## src/core/tcc_defines.svh

```systemverilog
// Offsets, field positions, reset values and counts for the timer count control
// Assumes inclusion by bare name from the design file
`ifndef TCC_DEFINES_SVH
`define TCC_DEFINES_SVH
// ==========================================================
// Register word offsets (byte address = 4 * index)
`define TCC_IDX_CTRL1   4'h0
`define TCC_IDX_CTRL2   4'h1
`define TCC_IDX_CNT1    4'h2
`define TCC_IDX_CNT2    4'h3
`define TCC_IDX_GRA1    4'h4
`define TCC_IDX_GRB1    4'h5
`define TCC_IDX_GRA2    4'h6
`define TCC_IDX_GRB2    4'h7
`define TCC_IDX_RUN     4'h8
`define TCC_IDX_LINK    4'h9
`define TCC_IDX_PINFN   4'hA
// ==========================================================
// Control register fields
`define TCC_CTRL_WMASK  8'h7F
`define TCC_CTRL_RST    8'h00
`define TCC_CLR_HI      6
`define TCC_CLR_LO      5
`define TCC_EDGE_HI     4
`define TCC_EDGE_LO     3
`define TCC_PSC_HI      2
`define TCC_PSC_LO      0
// ==========================================================
// Pin function register: bit0 ch1 A output, bit1 ch2 A output
`define TCC_PINFN_RST   8'h00
`define TCC_CNT_RST     16'h0000
`define TCC_GR_RST      16'hFFFF
`define TCC_PSC_W       10
`endif

```

## src/core/tcc_pkg.sv

```systemverilog
// Types for the timer count control
// Assumes nothing outside itself
package tcc_pkg;
  // Edge choice after decode
  typedef enum logic [1:0] {TCC_RISE, TCC_FALL, TCC_BOTH} tcc_edge_t;
  // Clear source
  typedef enum logic [1:0] {TCC_CLR_NONE, TCC_CLR_A, TCC_CLR_B, TCC_CLR_SYNC} tcc_clr_t;
endpackage

```

## src/core/tcc_top.sv

```systemverilog
// Two channel timer count control with Avalon-MM register slave
// Assumes pin inputs synchronous to clk is not guaranteed for ext clocks
//
// The register addresses and the Avalon-MM register port were left to the implementer.
`timescale 1ns/1ps
`default_nettype none
`include "tcc_defines.svh"

// Functional notes
// - two channels, each with control, counter and two general registers.
// - three external count clock pins A, B and C.
// - pin A captures or drives compare output; pin B only captures.
// - control bit 7 reads zero, writes to it ignored.
// - clear field 00 none, 01 on A match, 10 on B match.
// - clear field 11 clears when a linked channel clears.
// - sync clearing only when the channel's link bit is one.
// - edge field 00 rising, 01 falling, 1X both.
// - both edges on a prescaled clock halve the count period.
// - undivided clock ignores edge field, counts each cycle.
// - prescaler field chooses clock source per channel independently.
// - channel 1 codes: 1,4,16,64,A,B,256, channel 2 overflow.
// - channel 2 codes: 1,4,16,64,A,B,C,1024.
module tcc_top (
  // Clock and reset
  input  wire logic        clk,
  input  wire logic        reset_n,
  // Avalon-MM slave
  input  wire logic [5:0]  avs_address,
  input  wire logic        avs_read,
  input  wire logic        avs_write,
  input  wire logic [31:0] avs_writedata,
  output var  logic [31:0] avs_readdata,
  output var  logic        avs_waitrequest,
  // External count clocks
  input  wire logic        ext_clk_in_a,
  input  wire logic        ext_clk_in_b,
  input  wire logic        ext_clk_in_c,
  // Channel pins
  input  wire logic        ch1_pin_a_in,
  output var  logic        ch1_pin_a_out,
  output var  logic        ch1_pin_a_oe,
  input  wire logic        ch1_pin_b,
  input  wire logic        ch2_pin_a_in,
  output var  logic        ch2_pin_a_out,
  output var  logic        ch2_pin_a_oe,
  input  wire logic        ch2_pin_b
);

  // ==========================================================
  // State
  logic [7:0]  ctrl_r [2];
  logic [15:0] cnt_r [2];
  logic [15:0] gra_r [2];
  logic [15:0] grb_r [2];
  logic [1:0]  run_r;
  logic [1:0]  link_r;
  logic [7:0]  pinfn_r;
  logic [`TCC_PSC_W-1:0] psc_r;
  logic [2:0]  xs1_r, xs2_r, xs3_r;
  logic [1:0]  pa1_r, pa2_r, pa3_r, pb1_r, pb2_r, pb3_r;
  logic        ack_r;

  // Edge select decode
  function automatic tcc_pkg::tcc_edge_t edge_of(input logic [7:0] c);
    if (c[`TCC_EDGE_HI])
      edge_of = tcc_pkg::TCC_BOTH;
    else if (c[`TCC_EDGE_LO])
      edge_of = tcc_pkg::TCC_FALL;
    else
      edge_of = tcc_pkg::TCC_RISE;
  endfunction

  // Count pulse from a level's previous and current sample
  function automatic logic edge_hit(input tcc_pkg::tcc_edge_t e, input logic p, input logic n);
    unique case (e)
      tcc_pkg::TCC_RISE: edge_hit = n & ~p;
      tcc_pkg::TCC_FALL: edge_hit = ~n & p;
      tcc_pkg::TCC_BOTH: edge_hit = n ^ p;
      default:           edge_hit = 1'b0;
    endcase
  endfunction

  // ==========================================================
  // Prescaler free running counter
  always_ff @(posedge clk or negedge reset_n) begin
    if (!reset_n)
      psc_r <= '0;
    else
      psc_r <= psc_r + 1'b1;
  end

  // Pin synchronisers; stage 1 feeds only stage 2
  always_ff @(posedge clk or negedge reset_n) begin
    if (!reset_n) begin
      xs1_r <= 3'h0;
      xs2_r <= 3'h0;
      xs3_r <= 3'h0;
      pa1_r <= 2'h0;
      pa2_r <= 2'h0;
      pa3_r <= 2'h0;
      pb1_r <= 2'h0;
      pb2_r <= 2'h0;
      pb3_r <= 2'h0;
    end else begin
      xs1_r <= {ext_clk_in_c, ext_clk_in_b, ext_clk_in_a};
      xs2_r <= xs1_r;
      xs3_r <= xs2_r;
      pa1_r <= {ch2_pin_a_in, ch1_pin_a_in};
      pa2_r <= pa1_r;
      pa3_r <= pa2_r;
      pb1_r <= {ch2_pin_b, ch1_pin_b};
      pb2_r <= pb1_r;
      pb3_r <= pb2_r;
    end
  end

  // ==========================================================
  // Count enables per channel
  logic [1:0] tick;
  logic [1:0] ovf;
  logic [1:0] mat_a, mat_b, clr_own;
  logic       sync_clr;

  // Overflow when counting past all ones
  always_comb begin
    for (int i = 0; i < 2; i++)
      ovf[i] = tick[i] & (cnt_r[i] == 16'hFFFF);
  end

  // Source select; channel 2 first so its tick can feed the cascade
  always_comb begin
    for (int i = 1; i >= 0; i--) begin
      logic [2:0] s;
      tcc_pkg::tcc_edge_t e;
      logic lvl_p, lvl_n;
      s = ctrl_r[i][`TCC_PSC_HI:`TCC_PSC_LO];
      e = edge_of(ctrl_r[i]);
      lvl_p = 1'b0;
      lvl_n = 1'b0;
      tick[i] = 1'b0;
      // Divide by 4 period: bit1 toggles every 2 cycles
      unique case (s)
        3'h0: tick[i] = 1'b1;
        3'h1: begin
          lvl_n = psc_r[1];
          lvl_p = ~(psc_r[1] ^ (psc_r[0] == 1'b0));
        end
        default: ;
      endcase
      tick[i] = 1'b0;
      if (s == 3'h0)
        tick[i] = 1'b1;
      else if (s < 3'h4) begin
        // Internal divided clock, edge from prescaler bit transition
        logic [`TCC_PSC_W-1:0] pp;
        int unsigned b;
        pp = psc_r - 1'b1;
        b = 2 * int'(s) - 1;
        tick[i] = edge_hit(e, pp[b], psc_r[b]);
      end else if (i == 0) begin
        unique case (s)
          3'h4: tick[i] = edge_hit(e, xs3_r[0], xs2_r[0]);
          3'h5: tick[i] = edge_hit(e, xs3_r[1], xs2_r[1]);
          3'h6: tick[i] = edge_hit(e, psc_r[7] ^ (psc_r[6:0] == 7'h00), psc_r[7]);
          default: tick[i] = cnt_r[1] == 16'hFFFF && tick[1];
        endcase
      end else begin
        unique case (s)
          3'h4: tick[i] = edge_hit(e, xs3_r[0], xs2_r[0]);
          3'h5: tick[i] = edge_hit(e, xs3_r[1], xs2_r[1]);
          3'h6: tick[i] = edge_hit(e, xs3_r[2], xs2_r[2]);
          default: tick[i] = edge_hit(e, psc_r[9] ^ (psc_r[8:0] == 9'h000), psc_r[9]);
        endcase
      end
      tick[i] = tick[i] & run_r[i];
    end
  end

  // Compare match, capture and clear decision
  always_comb begin
    for (int i = 0; i < 2; i++) begin
      logic cap_a, cap_b;
      cap_a = pinfn_r[i] ? 1'b0 : (pa2_r[i] & ~pa3_r[i]);
      cap_b = pb2_r[i] & ~pb3_r[i];
      mat_a[i] = (tick[i] & cnt_r[i] == gra_r[i]) | cap_a;
      mat_b[i] = (tick[i] & cnt_r[i] == grb_r[i]) | cap_b;
      unique case (tcc_pkg::tcc_clr_t'(ctrl_r[i][`TCC_CLR_HI:`TCC_CLR_LO]))
        tcc_pkg::TCC_CLR_A: clr_own[i] = mat_a[i] & link_r[i] | mat_a[i];
        tcc_pkg::TCC_CLR_B: clr_own[i] = mat_b[i];
        default:            clr_own[i] = 1'b0;
      endcase
    end
  end

  // Any linked channel clearing triggers synchronous clear
  assign sync_clr = |(clr_own & link_r);

  // ==========================================================
  // Counters
  always_ff @(posedge clk or negedge reset_n) begin
    if (!reset_n) begin
      cnt_r[0] <= `TCC_CNT_RST;
      cnt_r[1] <= `TCC_CNT_RST;
    end else begin
      for (int i = 0; i < 2; i++) begin
        logic sclr;
        sclr = link_r[i] & sync_clr &
               (ctrl_r[i][`TCC_CLR_HI:`TCC_CLR_LO] == 2'h3);
        if (avs_write && ack_r && avs_address[3:0] == `TCC_IDX_CNT1 + 4'(i))
          cnt_r[i] <= avs_writedata[15:0];
        else if (clr_own[i] || sclr)
          cnt_r[i] <= `TCC_CNT_RST;
        else if (tick[i])
          cnt_r[i] <= cnt_r[i] + 16'h0001;
      end
    end
  end

  // Compare outputs toggle on match while pin is an output
  always_ff @(posedge clk or negedge reset_n) begin
    if (!reset_n) begin
      ch1_pin_a_out <= 1'b0;
      ch2_pin_a_out <= 1'b0;
      ch1_pin_a_oe  <= 1'b0;
      ch2_pin_a_oe  <= 1'b0;
    end else begin
      ch1_pin_a_oe <= pinfn_r[0];
      ch2_pin_a_oe <= pinfn_r[1];
      if (pinfn_r[0] && mat_a[0])
        ch1_pin_a_out <= ~ch1_pin_a_out;
      if (pinfn_r[1] && mat_a[1])
        ch2_pin_a_out <= ~ch2_pin_a_out;
    end
  end

  // ==========================================================
  // Register writes; waitrequest low for one cycle per access
  logic acc;
  assign acc = (avs_read | avs_write) & ~ack_r;

  always_ff @(posedge clk or negedge reset_n) begin
    if (!reset_n)
      ack_r <= 1'b0;
    else
      ack_r <= acc;
  end

  always_ff @(posedge clk or negedge reset_n) begin
    if (!reset_n) begin
      ctrl_r[0] <= `TCC_CTRL_RST;
      ctrl_r[1] <= `TCC_CTRL_RST;
      gra_r[0]  <= `TCC_GR_RST;
      gra_r[1]  <= `TCC_GR_RST;
      grb_r[0]  <= `TCC_GR_RST;
      grb_r[1]  <= `TCC_GR_RST;
      run_r     <= 2'h0;
      link_r    <= 2'h0;
      pinfn_r   <= `TCC_PINFN_RST;
    end else if (avs_write && ack_r) begin
      unique case (avs_address[3:0])
        `TCC_IDX_CTRL1: ctrl_r[0] <= avs_writedata[7:0] & `TCC_CTRL_WMASK;
        `TCC_IDX_CTRL2: ctrl_r[1] <= avs_writedata[7:0] & `TCC_CTRL_WMASK;
        `TCC_IDX_GRA1:  gra_r[0]  <= avs_writedata[15:0];
        `TCC_IDX_GRB1:  grb_r[0]  <= avs_writedata[15:0];
        `TCC_IDX_GRA2:  gra_r[1]  <= avs_writedata[15:0];
        `TCC_IDX_GRB2:  grb_r[1]  <= avs_writedata[15:0];
        `TCC_IDX_RUN:   run_r     <= avs_writedata[1:0];
        `TCC_IDX_LINK:  link_r    <= avs_writedata[1:0];
        `TCC_IDX_PINFN: pinfn_r   <= {6'h00, avs_writedata[1:0]};
        default: ;
      endcase
    end
  end

  // Read data register, unmapped reads zero
  always_ff @(posedge clk or negedge reset_n) begin
    if (!reset_n)
      avs_readdata <= 32'h00000000;
    else if (avs_read && !ack_r) begin
      unique case (avs_address[3:0])
        `TCC_IDX_CTRL1: avs_readdata <= {24'h000000, ctrl_r[0]};
        `TCC_IDX_CTRL2: avs_readdata <= {24'h000000, ctrl_r[1]};
        `TCC_IDX_CNT1:  avs_readdata <= {16'h0000, cnt_r[0]};
        `TCC_IDX_CNT2:  avs_readdata <= {16'h0000, cnt_r[1]};
        `TCC_IDX_GRA1:  avs_readdata <= {16'h0000, gra_r[0]};
        `TCC_IDX_GRB1:  avs_readdata <= {16'h0000, grb_r[0]};
        `TCC_IDX_GRA2:  avs_readdata <= {16'h0000, gra_r[1]};
        `TCC_IDX_GRB2:  avs_readdata <= {16'h0000, grb_r[1]};
        `TCC_IDX_RUN:   avs_readdata <= {30'h00000000, run_r};
        `TCC_IDX_LINK:  avs_readdata <= {30'h00000000, link_r};
        `TCC_IDX_PINFN: avs_readdata <= {24'h000000, pinfn_r};
        default:        avs_readdata <= 32'h00000000;
      endcase
    end
  end

  // Waitrequest high until the cycle after a request arrives
  always_ff @(posedge clk or negedge reset_n) begin
    if (!reset_n)
      avs_waitrequest <= 1'b1;
    else
      avs_waitrequest <= ~acc;
  end

  // ==========================================================
  // Assertions
  property p_ctrl_bit7;
    @(posedge clk) disable iff (!reset_n) ctrl_r[0][7] == 1'b0 && ctrl_r[1][7] == 1'b0;
  endproperty
  a_ctrl_bit7: assert property (p_ctrl_bit7) else $error("control bit 7 set");

  property p_clr_none;
    @(posedge clk) disable iff (!reset_n)
      (ctrl_r[0][6:5] == 2'h0) |-> !clr_own[0];
  endproperty
  a_clr_none: assert property (p_clr_none) else $error("clear with none selected");

  property p_clr_a;
    @(posedge clk) disable iff (!reset_n)
      (ctrl_r[0][6:5] == 2'h1 && mat_a[0] && !(avs_write && ack_r))
      |=> cnt_r[0] == 16'h0000;
  endproperty
  a_clr_a: assert property (p_clr_a) else $error("A match did not clear");

  property p_sync;
    @(posedge clk) disable iff (!reset_n)
      (link_r == 2'h3 && ctrl_r[1][6:5] == 2'h3 && clr_own[0] && !(avs_write && ack_r))
      |=> cnt_r[1] == 16'h0000;
  endproperty
  a_sync: assert property (p_sync) else $error("sync clear missed");

  property p_nolink;
    @(posedge clk) disable iff (!reset_n)
      (link_r[1] == 1'b0) |-> !sync_clr || !clr_own[1] || link_r[0];
  endproperty
  a_nolink: assert property (p_nolink) else $error("unlinked sync clear");

  property p_div1;
    @(posedge clk) disable iff (!reset_n)
      (run_r[0] && ctrl_r[0][2:0] == 3'h0) |-> tick[0];
  endproperty
  a_div1: assert property (p_div1) else $error("div1 must tick each cycle");

  property p_stop;
    @(posedge clk) disable iff (!reset_n) !run_r[1] |-> !tick[1];
  endproperty
  a_stop: assert property (p_stop) else $error("tick while stopped");

  property p_wait;
    @(posedge clk) disable iff (!reset_n)
      (avs_read && avs_waitrequest) |=> !avs_waitrequest;
  endproperty
  a_wait: assert property (p_wait) else $error("no answer in one cycle");

  c_ovf:  cover property (@(posedge clk) disable iff (!reset_n) ovf[1]);
  c_sync: cover property (@(posedge clk) disable iff (!reset_n) sync_clr);
  c_out:  cover property (@(posedge clk) disable iff (!reset_n) $rose(ch1_pin_a_out));

endmodule
`default_nettype wire

```

## config.mk

```make
export PLATFORM = sky130hd
export DESIGN_NAME = tcc_top
export DESIGN_NICKNAME = d
export VERILOG_FILES = /design/src/core/tcc_pkg.sv /design/src/core/tcc_top.sv
export VERILOG_INCLUDE_DIRS = /design/src /design/src/core
export SDC_FILE = /design/constraint.sdc
export NUM_CORES = 1
export LEC_CHECK = 0
export BUFFER_PORTS_ARGS = -buffer_cell sky130_fd_sc_hd__buf_2
export CELL_PAD_IN_SITES_DETAIL_PLACEMENT = 1
export CELL_PAD_IN_SITES_GLOBAL_PLACEMENT = 1
export CORE_MARGIN = 10
export CORE_UTILIZATION = 47
export CTS_CLUSTER_DIAMETER = 50
export CTS_CLUSTER_SIZE = 25
export DETAILED_ROUTE_END_ITERATION = 12
export MAX_ROUTING_LAYER = met4
export PLACE_DENSITY = 0.77
export SETUP_SLACK_MARGIN = 0.1
export SLEW_MARGIN = 25
export SYNTH_ARGS = -nofsm -noshare
export SYNTH_HDL_FRONTEND = slang
export SYNTH_SLANG_ARGS = --single-unit
```

## constraint.sdc

```tcl
create_clock -name clk -period 4.3 [get_ports clk]
set_input_delay 0.86 -clock clk [delete_from_list [all_inputs] [get_ports clk]]
set_output_delay 0.86 -clock clk [all_outputs]
set_load 0.02 [all_outputs]
```

==> reports/results.ini, run 1 <==
[placement]
numPortBuffers = 51
gp_congestion = 0.866
dpl.hpwl_mm = 22.0

[cts]
cts_max_path_buffers = 2
cts_hold_buf = 0
cts_tree = yes
cts-root-buf = clkbuf_16
clkSinkCount = 169
clock_latency_ns = 0.45
htreeDepth = 4
cts-buffers-inserted = 17
cts_setup_buffers = 0
path_clk_slew_ns = 0.08

[timing]
skew_ns = 0.0151
worst_pin_slew_ns = 0.951
rsz0062_at_grt = false
fmax_mhz = 249
fin_crit_ns = 4.02
max_slew_margin_pct = 36.6
report.final.slew_viol_count = 0
setup_viol = 0
layout_worst_path_cycle_share_pct = 93.5
finalSetupTns_ns = 0
hold_viol = 0

[synthesis]
yosysSeqAreaShare_pct = 42.3
ys_warn_count = 0
synth_top_area_share_pct = 25.5
syn-instance-count = 978
synthTopCellsByArea = dfrtp_1 (26%), dfstp_2 (17%), mux2_2 (9.4%)
synth.most_common_cell = dfrtp_1
synth_top_area_cell = dfrtp_1
synth_edf_count = 0
synth_common_cells = dfrtp_1 (104), mux2_2 (85), xnor2_1 (70)
syn_area_sq_um = 10200
synthDistinctLibCells = 73
ys_ff_latch = 169
avgSynthCellArea_sq_um = 10.4
async_flop_share_pct = 100
synth_ff_type = dfrtp_1

[setup_path]
start_kind = register
critPathMostFrequentCell = o21ai_0
slowest_delay_ns = 0.45
crit_buf_inv = 2
r2r-start = psc_r[4]
path_cells = nor2_1 -> nand2_1 -> buf_4 -> o311ai_0 -> o21ai_0 -> o21ai_0 -> o21ai_0 -> ha_1 -> a2111oi_4 -> nor4b_4 -> a31oi_1 -> and2_1 -> a2bb2oi_4 -> buf_12 -> o2111ai_1 -> a221oi_1
critPathArrivalTime_ns = 4.36
path_class = register to register
worstPathMaxFanout = 31
crit_start = psc_r[4]
cp_top_family = compound AO/OA/AOI/OAI gates
cpMaxStageDelayCell = dfrtp_1
worst_setup_path_end_kind = register
crit_required_ns = 4.64

[run_status]
status = complete, no violations

[routing]
drt_first_pass_iters = 7
postRouteAntennaNets = 0
wl_mm = 31.3
initialDrtViolationCount = 499
num_vias = 8045
via_per_inst = 6.30
drc_errors = 0
wl_per_cell_microns = 24.5

[global_routing]
antenna_found_initial = 0
grt_max_degree = 73
grt_pass1_vias = 8342
grt_pass1_wl_mm = 48.9
grt_overflow_total = 0
track_usage_pct = 22.3

[floorplan]
rows = 53
fp.dieArea_sq_um = 28000
start_util_pct = 48.2
coreArea_sq_um = 21200
die_w_microns = 167
ioPinCount = 86
die_h_microns = 167

[pwr]
fin_total_pwr_w = 0.00521
p_leak_nw = 4.71
ir_drop_mv = 0.315
p_per_area_nw_per_um2 = 463

[flow_run]
cap_violations = 0

[finish]
antenna_cells = 0
drive_gt1_share_pct = 28.3
multi_input_area_sq_um = 5360
area_growth_pct = 10.4
n_fill_cell = 2321
regArea_sq_um = 4310
fin_nets = 1066

[hold_path]
hp-class = register to register
hp-start = pb1_r[1]

cells by family after synthesis:
kind of cell	count (synthesis)	share of synthesized area, %
and+or+nand+nor	261	13.4
AOI/OAI and AO/OA	206	16.2
DFF	169	42.3
buffers and inverters	132	6.42
muxes	99	11.1
xor gates and xnor gates	82	7.12
adders and majority gates	28	3.44
other	1	0.0368
sequential cells by signal (all words and copies together), names as in the netlist, 2 cells and up:
| signal | cells |
|---|---|
| pa1_r | 2 |
| link_r | 2 |
| xs3_r | 3 |
| avs_readdata | 16 |
| pb3_r | 2 |
| cnt_r | 32 |
| gra_r | 32 |
| psc_r | 10 |
| pb2_r | 2 |
| pa3_r | 2 |
| pb1_r | 2 |
| pa2_r | 2 |
| run_r | 2 |
| grb_r | 32 |
| ctrl_r | 14 |
| pinfn_r | 2 |
| xs1_r | 3 |
| xs2_r | 3 |
through the flow:
step           setup slack [ns]  instances  instance area, sq um  util (%)  hold WS, ns
5_1_grt                  0.0522       1277                 11200      53.2        0.362
3_3_place_gp              0.170       1245                 10600      50.0        0.332
3_5_place_dp              0.117       1245                 10600      50.1        0.337
6_report                  0.280       1277                 11200      53.2        0.351
4_1_cts                   0.125       1277                 11200      52.9        0.354
2_1_floorplan             0.523        993                 10200         -        0.331
worst register-to-register path: cells and delay by family (launching register included):
kind / cells / cell delay, ns
flip-flops: 1 / 0.45
AND/OR/NAND/NOR: 4 / 0.71
AO/OA/AOI/OAI: 9 / 2.16
buffers and inverters: 2 / 0.37
adder cells (fa/ha/maj): 1 / 0.24
worst paths after layout:
kind | endpoint | slack, ns | cells after the start
hold / removal | pb2_r[1] | 0.35 | 0
min in group asynchronous | psc_r[8] | 0.41 | 1
max in group asynchronous | grb_r[29] | 3.01 | 2
setup / recovery | cnt_r[8] | 0.28 | 16
setup reg to reg | cnt_r[8] | 0.28 | 16
hold reg to reg | pb2_r[1] | 0.35 | 0
metal layers:
layer	share of wire, %	GRT usage, %
met1	46	29.6
met2	47	34.0
met3	5.4	4.26
met4	2.1	6.81
met5	0	-
repair_timing:
item | CTS | global route
pin swaps | 0 | 0
endpoints found under the setup margin | 15 | 33
gates resized for setup | 1 | 8
cell type report:
type                       count  area share, %
clock buffer                  17           3.78
clock inverter                15           1.58
inverter                      28          0.934
multi-input combinational    692           47.7
sequential                   169           38.3
tap                          275           3.06
timing repair buffer          81           4.66
report_power, final:
part / switching (W) / internal [W]
Clock: 0.000739 / 0.000882
Sequential: 0.000355 / 0.00193
Combinational: 0.000692 / 0.000611
Total: 0.00179 / 0.00342
cell usage in the layout (no fill, tap or decap), types with 7 or more instances in the layout:
| cell | netlist | layout |
|---|---|---|
| dfrtp_1 | 104 | 104 |
| mux2_2 | 85 | 85 |
| xnor2_1 | 70 | 69 |
| nand2_1 | 68 | 68 |
| dfstp_2 | 65 | 65 |
| buf_2 | 22 | 50 |
| nand3_1 | 44 | 44 |
| a22oi_1 | 34 | 34 |
| nor2_1 | 31 | 30 |
| inv_1 | 28 | 28 |
| ha_1 | 28 | 28 |
| nand4_1 | 27 | 27 |
| buf_4 | 19 | 27 |
| nor4_1 | 23 | 22 |
| o21ai_0 | 22 | 22 |
| a221oi_1 | 22 | 21 |
| a22o_1 | 19 | 19 |
| clkbuf_16 | 0 | 17 |
| conb_1 | 1 | 16 |
| o211ai_1 | 13 | 13 |
| and3_1 | 12 | 12 |
| and2_1 | 12 | 12 |
| xor2_1 | 11 | 11 |
| a31oi_1 | 9 | 9 |
| a21oi_1 | 9 | 9 |
| a32oi_1 | 8 | 8 |
| o2bb2a_1 | 8 | 8 |
| nand2b_1 | 7 | 7 |
| mux2i_1 | 7 | 7 |
| o2111ai_1 | 7 | 7 |
Note: power is estimated with default switching activity, not from simulation.
==> run 2: changes to the inputs <==
Settings changed: CORE_ASPECT_RATIO set to 0.9, CTS_CLUSTER_SIZE 25 to unset.
==> run 2 against run 1 <==
Fmax rose by 1.1%. Flip-flop and latch count did not move. First-iteration DRC count rose by 32%. Clock power rose by 12%. Critical path depth rose by 2. Via count rose by 2.0%. Critical path type unchanged. Critical endpoint is now cnt_r[21].
==> reports/results.ini, run 2 (synthesized netlist as in run 1, its figures left out) <==
[setup_path]
crit_buf_inv = 1  ; -1
crit_required_ns = 4.63  ; about the same
worst_setup_path_end_kind = register
cpMaxStageDelayCell = dfrtp_1
r2r_slack_ns = 0.32  ; +0.04 ns
critPathMostFrequentCell = nand2_1
critPathArrivalTime_ns = 4.30  ; -0.06 ns
path_class = register to register
path_cells = nor2_2 -> nand2_1 -> nor4_2 -> xor2_1 -> o21ai_0 -> o22ai_1 -> nand2_1 -> o21a_1 -> ha_1 -> nor2b_1 -> a2111oi_4 -> nor4b_4 -> a31oi_1 -> and2_2 -> a2bb2oi_2 -> buf_12 -> a32oi_1 -> o2bb2a_1
start_kind = register
slowest_delay_ns = 0.46  ; about the same
cp_top_family = compound AO/OA/AOI/OAI gates
worstPathMaxFanout = 29  ; -6.5%

[floorplan]
die_h_microns = 160  ; -4.5%
rows = 51  ; -3.8%
start_util_pct = 47.4  ; -0.78 points
fp.dieArea_sq_um = 28000  ; about the same
ioPinCount = 86  ; unchanged
die_w_microns = 175  ; +4.8%
coreArea_sq_um = 21500  ; +1.7%

[timing]
hold_viol = 0  ; unchanged
worst_slack_ns = 0.322  ; +0.0421 ns
finalSetupTns_ns = 0  ; unchanged
report.final.slew_viol_count = 0  ; unchanged
fin_crit_ns = 3.98  ; -0.0421 ns
whs_ns = 0.352  ; +0.000658 ns
setup_viol = 0  ; unchanged
worst_pin_slew_ns = 0.935  ; -0.0167 ns
rsz0062_at_grt = false
fmax_mhz = 251  ; +1.1%
max_slew_margin_pct = 37.1  ; +0.54 points
layout_worst_path_cycle_share_pct = 92.5  ; -0.98 points
skew_ns = 0.00821  ; -0.00693 ns

[placement]
gp_congestion = 0.906  ; +4.6%
place_ws_ns = 0.0534  ; -0.0639 ns
numPortBuffers = 51  ; unchanged
dpl.hpwl_mm = 22.5  ; +2.0%

[finish]
layout_commonest_cell = dfrtp_1
area_growth_pct = 11.7
n_fill_cell = 2366  ; +1.9%
top_regs = cnt_r (32), gra_r (32), grb_r (32)
mostFrequentLayoutCells = dfrtp_1 (104), mux2_2 (85), xnor2_1 (70)
fin_nets = 1070  ; +0.38%
drive_gt1_share_pct = 28.6  ; +0.28 points

[global_routing]
track_usage_pct = 23.5  ; +1.2 points
grt_max_degree = 93  ; +27%
grt_overflow_total = 0  ; unchanged
antenna_found_initial = 1  ; +1
grt_pass1_vias = 8538  ; +2.3%
grt_pass1_wl_mm = 50.5  ; +3.2%

[routing]
wl_per_cell_microns = 24.4  ; -0.75%
drt_first_pass_iters = 5  ; -2
via_per_inst = 6.32  ; +0.31%
num_vias = 8203  ; +2.0%
drc_errors = 0  ; unchanged
initialDrtViolationCount = 660  ; +32%
postRouteAntennaNets = 0  ; unchanged
wl_mm = 31.6  ; +0.89%

[pwr]
internal_power_w = 0.00365  ; +6.6%
switchingPower_w = 0.00175  ; -2.1%
p_sw_share_pct = 32.4  ; -1.9 points
seq_power_share_pct = 42.4  ; -1.5 points
ir_drop_mv = 0.283  ; -10%
p_leak_nw = 4.77  ; +1.1%
clock_power_share_pct = 33.7  ; +2.6 points
power_frac_comb_pct = 23.8  ; -1.2 points
p_per_area_nw_per_um2 = 474  ; +2.4%

[hold_path]
hp-class = register to register

[cts]
clock_latency_ns = 0.44  ; about the same
cts_setup_buffers = 0  ; unchanged
cts-root-buf = clkbuf_16
cts_max_path_buffers = 2  ; unchanged
htreeDepth = 4  ; unchanged
clkSinkCount = 169  ; unchanged
path_clk_slew_ns = 0.07  ; about the same
cts-buffers-inserted = 17  ; unchanged
cts_tree = yes

[flow_run]
cap_violations = 0  ; unchanged

[run_status]
status = complete, no violations

==> run 2: power groups by stage <==
stage          registers (W)  clock network (W)  logic [W]
2_1_floorplan        0.00215                  0   0.000957
3_3_place_gp         0.00228                  0    0.00121
3_5_place_dp         0.00230                  0    0.00126
4_1_cts              0.00228            0.00185    0.00127
5_1_grt              0.00233            0.00192    0.00140
6_report             0.00229            0.00182    0.00129
==> run 2: cell type report <==
class / instances / area, sq um / share of cell area [%]
Multi-Input combinational cell: 692 / 5360 / 47.1
Sequential cell: 169 / 4310 / 37.9
Timing Repair Buffer: 85 / 554 / 4.87
Clock buffer: 18 / 429 / 3.77
Tap cell: 291 / 364 / 3.20
Clock inverter: 14 / 255 / 2.24
Inverter: 28 / 105 / 0.924
Antenna cell: 1 / 2.50 / 0.0220
==> run 2: metal layers <==
metal  wire (microns)  vias up  track usage [%]
li1                 -     3630                -
met1            14300     4277             31.8
met2            14900      256             35.7
met3             1860       40             3.96
met4              561        0             6.58
met5                0        -                -
==> run 2: worst reg2reg max path, stage by stage, from the launching register on <==
cell,delay (ns)
dfrtp_1,0.46
nor2_2,0.19
nand2_1,0.11
nor4_2,0.28
xor2_1,0.25
o21ai_0,0.12
o22ai_1,0.19
nand2_1,0.09
o21a_1,0.11
ha_1,0.18
nor2b_1,0.15
a2111oi_4,0.39
nor4b_4,0.12
a31oi_1,0.21
and2_2,0.21
a2bb2oi_2,0.18
buf_12,0.19
a32oi_1,0.12
o2bb2a_1,0.31
==> run 2: stage by stage <==
step | std cells | power, W | cell area (sq um) | util [%]
after CTS | 1297 | 0.00540 | 11300 | 52.7
final | 1298 | 0.00540 | 11400 | 52.9
after global routing | 1298 | 0.00565 | 11400 | 52.9
after floorplan | 993 | 0.00311 | 10200 | -
after global placement | 1265 | 0.00349 | 10600 | 49.4
after detailed placement | 1265 | 0.00355 | 10600 | 49.4
==> run 2: path summary, 6_finish.rpt <==
path / cells past startpoint / endpoint / from
worst max-delay path: 18 / cnt_r[21] / psc_r[4]
worst min-delay path: 0 / xs2_r[0] / xs1_r[0]
worst max register to register: 18 / cnt_r[21] / psc_r[4]
worst min register to register: 0 / xs2_r[0] / xs1_r[0]
max in group asynchronous: 2 / grb_r[13] / reset_n
min in group asynchronous: 1 / xs3_r[1] / reset_n
==> run 2: repair_timing <==
action / CTS / global route
setup endpoints to repair: 29 / 32
resized for setup: 3 / 8
hold buffers: 0 / 0
pin swaps: 0 / 1
==> run 3: changes to the inputs <==
Settings changed: RECOVER_POWER set to 25.
==> run 3 against run 2 <==
The flow now finishes with violations (max-capacitance violations, max-slew violations). Flip-flop and latch count unchanged. Fmax down 0.11%. Clock skew up 0.00051 ns. Critical path type unchanged. Largest cell class unchanged. Highest routed layer unchanged.
==> reports/results.ini, run 3 (synthesized netlist as in run 1, its figures left out) <==
[placement]
dp.cells = 1265  ; unchanged
dpl.hpwl_mm = 22.5  ; unchanged
gp_congestion = 0.906  ; unchanged
numPortBuffers = 51  ; unchanged

[setup_path]
worstReg2RegEnd = cnt_r[21]
critPathMostFrequentCell = nand2_1
start_kind = register
slowest_delay_ns = 0.46  ; about the same
critPathArrivalTime_ns = 4.31  ; about the same
r2r-start = psc_r[4]
r2r_slack_ns = 0.32  ; about the same
path_cells = nor2_2 -> nand2_1 -> nor4_2 -> xor2_1 -> o21ai_0 -> o22ai_1 -> nand2_1 -> o21a_1 -> ha_1 -> nor2b_1 -> a2111oi_4 -> nor4b_4 -> a31oi_1 -> and2_2 -> a2bb2oi_2 -> buf_12 -> a32oi_1 -> o2bb2a_1
worstPathMaxFanout = 29  ; unchanged
path_class = register to register
crit_buf_inv = 1  ; unchanged
cpMaxStageDelayCell = dfrtp_1
crit_required_ns = 4.63  ; about the same
cp_top_family = compound AO/OA/AOI/OAI gates
worst_setup_path_end_kind = register
r2r_cells = 18  ; unchanged

[global_routing]
grt_overflow_total = 0  ; unchanged
grt_max_degree = 93  ; unchanged
grt_pass1_wl_mm = 50.5  ; unchanged
track_usage_pct = 23.5  ; unchanged
grt_pass1_vias = 8538  ; unchanged
antenna_found_initial = 1  ; unchanged

[timing]
hold_viol = 0  ; unchanged
layout_worst_path_cycle_share_pct = 92.6  ; +0.099 points
setup_viol = 0  ; unchanged
report.final.slew_viol_count = 92  ; +92
max_slew_margin_pct = -61.3  ; -98 points
worst_pin_slew_ns = 2.42  ; +1.48 ns
fin_crit_ns = 3.98  ; +0.00426 ns
fmax_mhz = 251  ; -0.11%
finalSetupTns_ns = 0  ; unchanged
whs_ns = 0.352  ; -0.00000300 ns
skew_ns = 0.00872  ; +0.000506 ns
rsz0062_at_grt = false

[hold_path]
holdPathStages = 0  ; unchanged
hp-start = xs1_r[0]
hp-class = register to register
min_delay_worst_endpoint = xs2_r[0]

[floorplan]
die_w_microns = 175  ; unchanged
rows = 51  ; unchanged
die_h_microns = 160  ; unchanged
coreArea_sq_um = 21500  ; unchanged
fp.dieArea_sq_um = 28000  ; unchanged
ioPinCount = 86  ; unchanged
start_util_pct = 47.4  ; unchanged

[routing]
wl_mm = 31.6  ; about the same
initialDrtViolationCount = 663  ; +0.45%
via_per_inst = 6.35  ; +0.50%
num_vias = 8244  ; +0.50%
drt_first_pass_iters = 6  ; +1
wl_per_cell_microns = 24.4  ; about the same
drc_errors = 0  ; unchanged
postRouteAntennaNets = 0  ; unchanged

[finish]
utilization_pct = 52.9  ; about the same
area_growth_pct = 11.6  ; about the same
layout_commonest_cell = dfrtp_1
mostFrequentLayoutCells = dfrtp_1 (104), mux2_2 (85), xnor2_1 (70)
top_regs = cnt_r (32), gra_r (32), grb_r (32)
drive_gt1_share_pct = 28.4  ; -0.20 points
fin_nets = 1070  ; unchanged
fin_cells = 1298  ; unchanged

[pwr]
p_per_area_nw_per_um2 = 475  ; +0.13%
p_sw_share_pct = 32.4  ; about the same
internal_power_w = 0.00365  ; about the same
power_frac_comb_pct = 23.8  ; about the same
clock_power_share_pct = 33.8  ; about the same
ir_drop_mv = 0.285  ; +0.55%
seq_power_share_pct = 42.4  ; about the same
p_leak_nw = 4.76  ; -0.16%
switchingPower_w = 0.00175  ; +0.12%

[cts]
cts-root-buf = clkbuf_16
clock_latency_ns = 0.44  ; about the same
cts_hold_buf = 0  ; unchanged
cts-buffers-inserted = 17  ; unchanged
path_clk_slew_ns = 0.07  ; about the same
cts_max_path_buffers = 2  ; unchanged
htreeDepth = 4  ; unchanged
clkSinkCount = 169  ; unchanged
cts_tree = yes

[run_status]
status = complete, but fails checks
violations = max-capacitance violations, max-slew violations

[flow_run]
cap_violations = 1  ; +1

## run 3: cell types whose count changed in the layout (fill, tap and decap cells not counted), sizes merged
| cell | delta |
|---|---|
| clkbuf | +3 |
| buf | -3 |
## run 3: metrics by stage
step	total power (W)	instance area [sq um]	setup slack, ns
global placement	0.00349	10600	0.229
global route	0.00565	11400	0.131
CTS	0.00540	11300	0.136
detailed placement	0.00355	10600	0.0534
finish	0.00540	11400	0.318
floorplan	0.00311	10200	0.523
## run 3: cell type report
type	count	area (sq um)
Antenna cell	1	2.50
Clock buffer	18	429
Multi-Input combinational cell	692	5360
Timing Repair Buffer	85	543
Sequential cell	169	4310
Clock inverter	14	255
Tap cell	291	364
Fill cell	2367	10100
Inverter	28	105
## run 3: worst max path at each step
stage / from / endpoint / cells past startpoint / slack, ns
5_1_grt: psc_r[4] / cnt_r[8] / 18 / 0.13
4_1_cts: psc_r[4] / cnt_r[3] / 18 / 0.14
3_5_place_dp: psc_r[1] / cnt_r[5] / 18 / 0.05
2_1_floorplan: psc_r[1] / cnt_r[30] / 19 / 0.52
6_report: psc_r[4] / cnt_r[21] / 18 / 0.32
3_3_place_gp: psc_r[1] / cnt_r[21] / 18 / 0.23
## run 3: metal layers
metal  up-vias  track usage, %  share of wire, %
li1       3630               -                 -
met1      4321            31.8                46
met2       253            35.7                47
met3        40            3.96               5.8
met5         -               -                 0
met4         0            6.58               1.7
## run 3: repair_timing
action                     CTS  global route
setup endpoints to repair   29            32
pin swaps                    0             1
setup buffers                0             0
resized for setup            3             8
## run 3: power groups by stage
stage | sequential (W) | clock [W] | combinational [W]
2_1_floorplan | 0.00215 | 0 | 0.000957
4_1_cts | 0.00228 | 0.00185 | 0.00127
5_1_grt | 0.00233 | 0.00192 | 0.00140
6_report | 0.00229 | 0.00182 | 0.00129
3_3_place_gp | 0.00228 | 0 | 0.00121
3_5_place_dp | 0.00230 | 0 | 0.00126
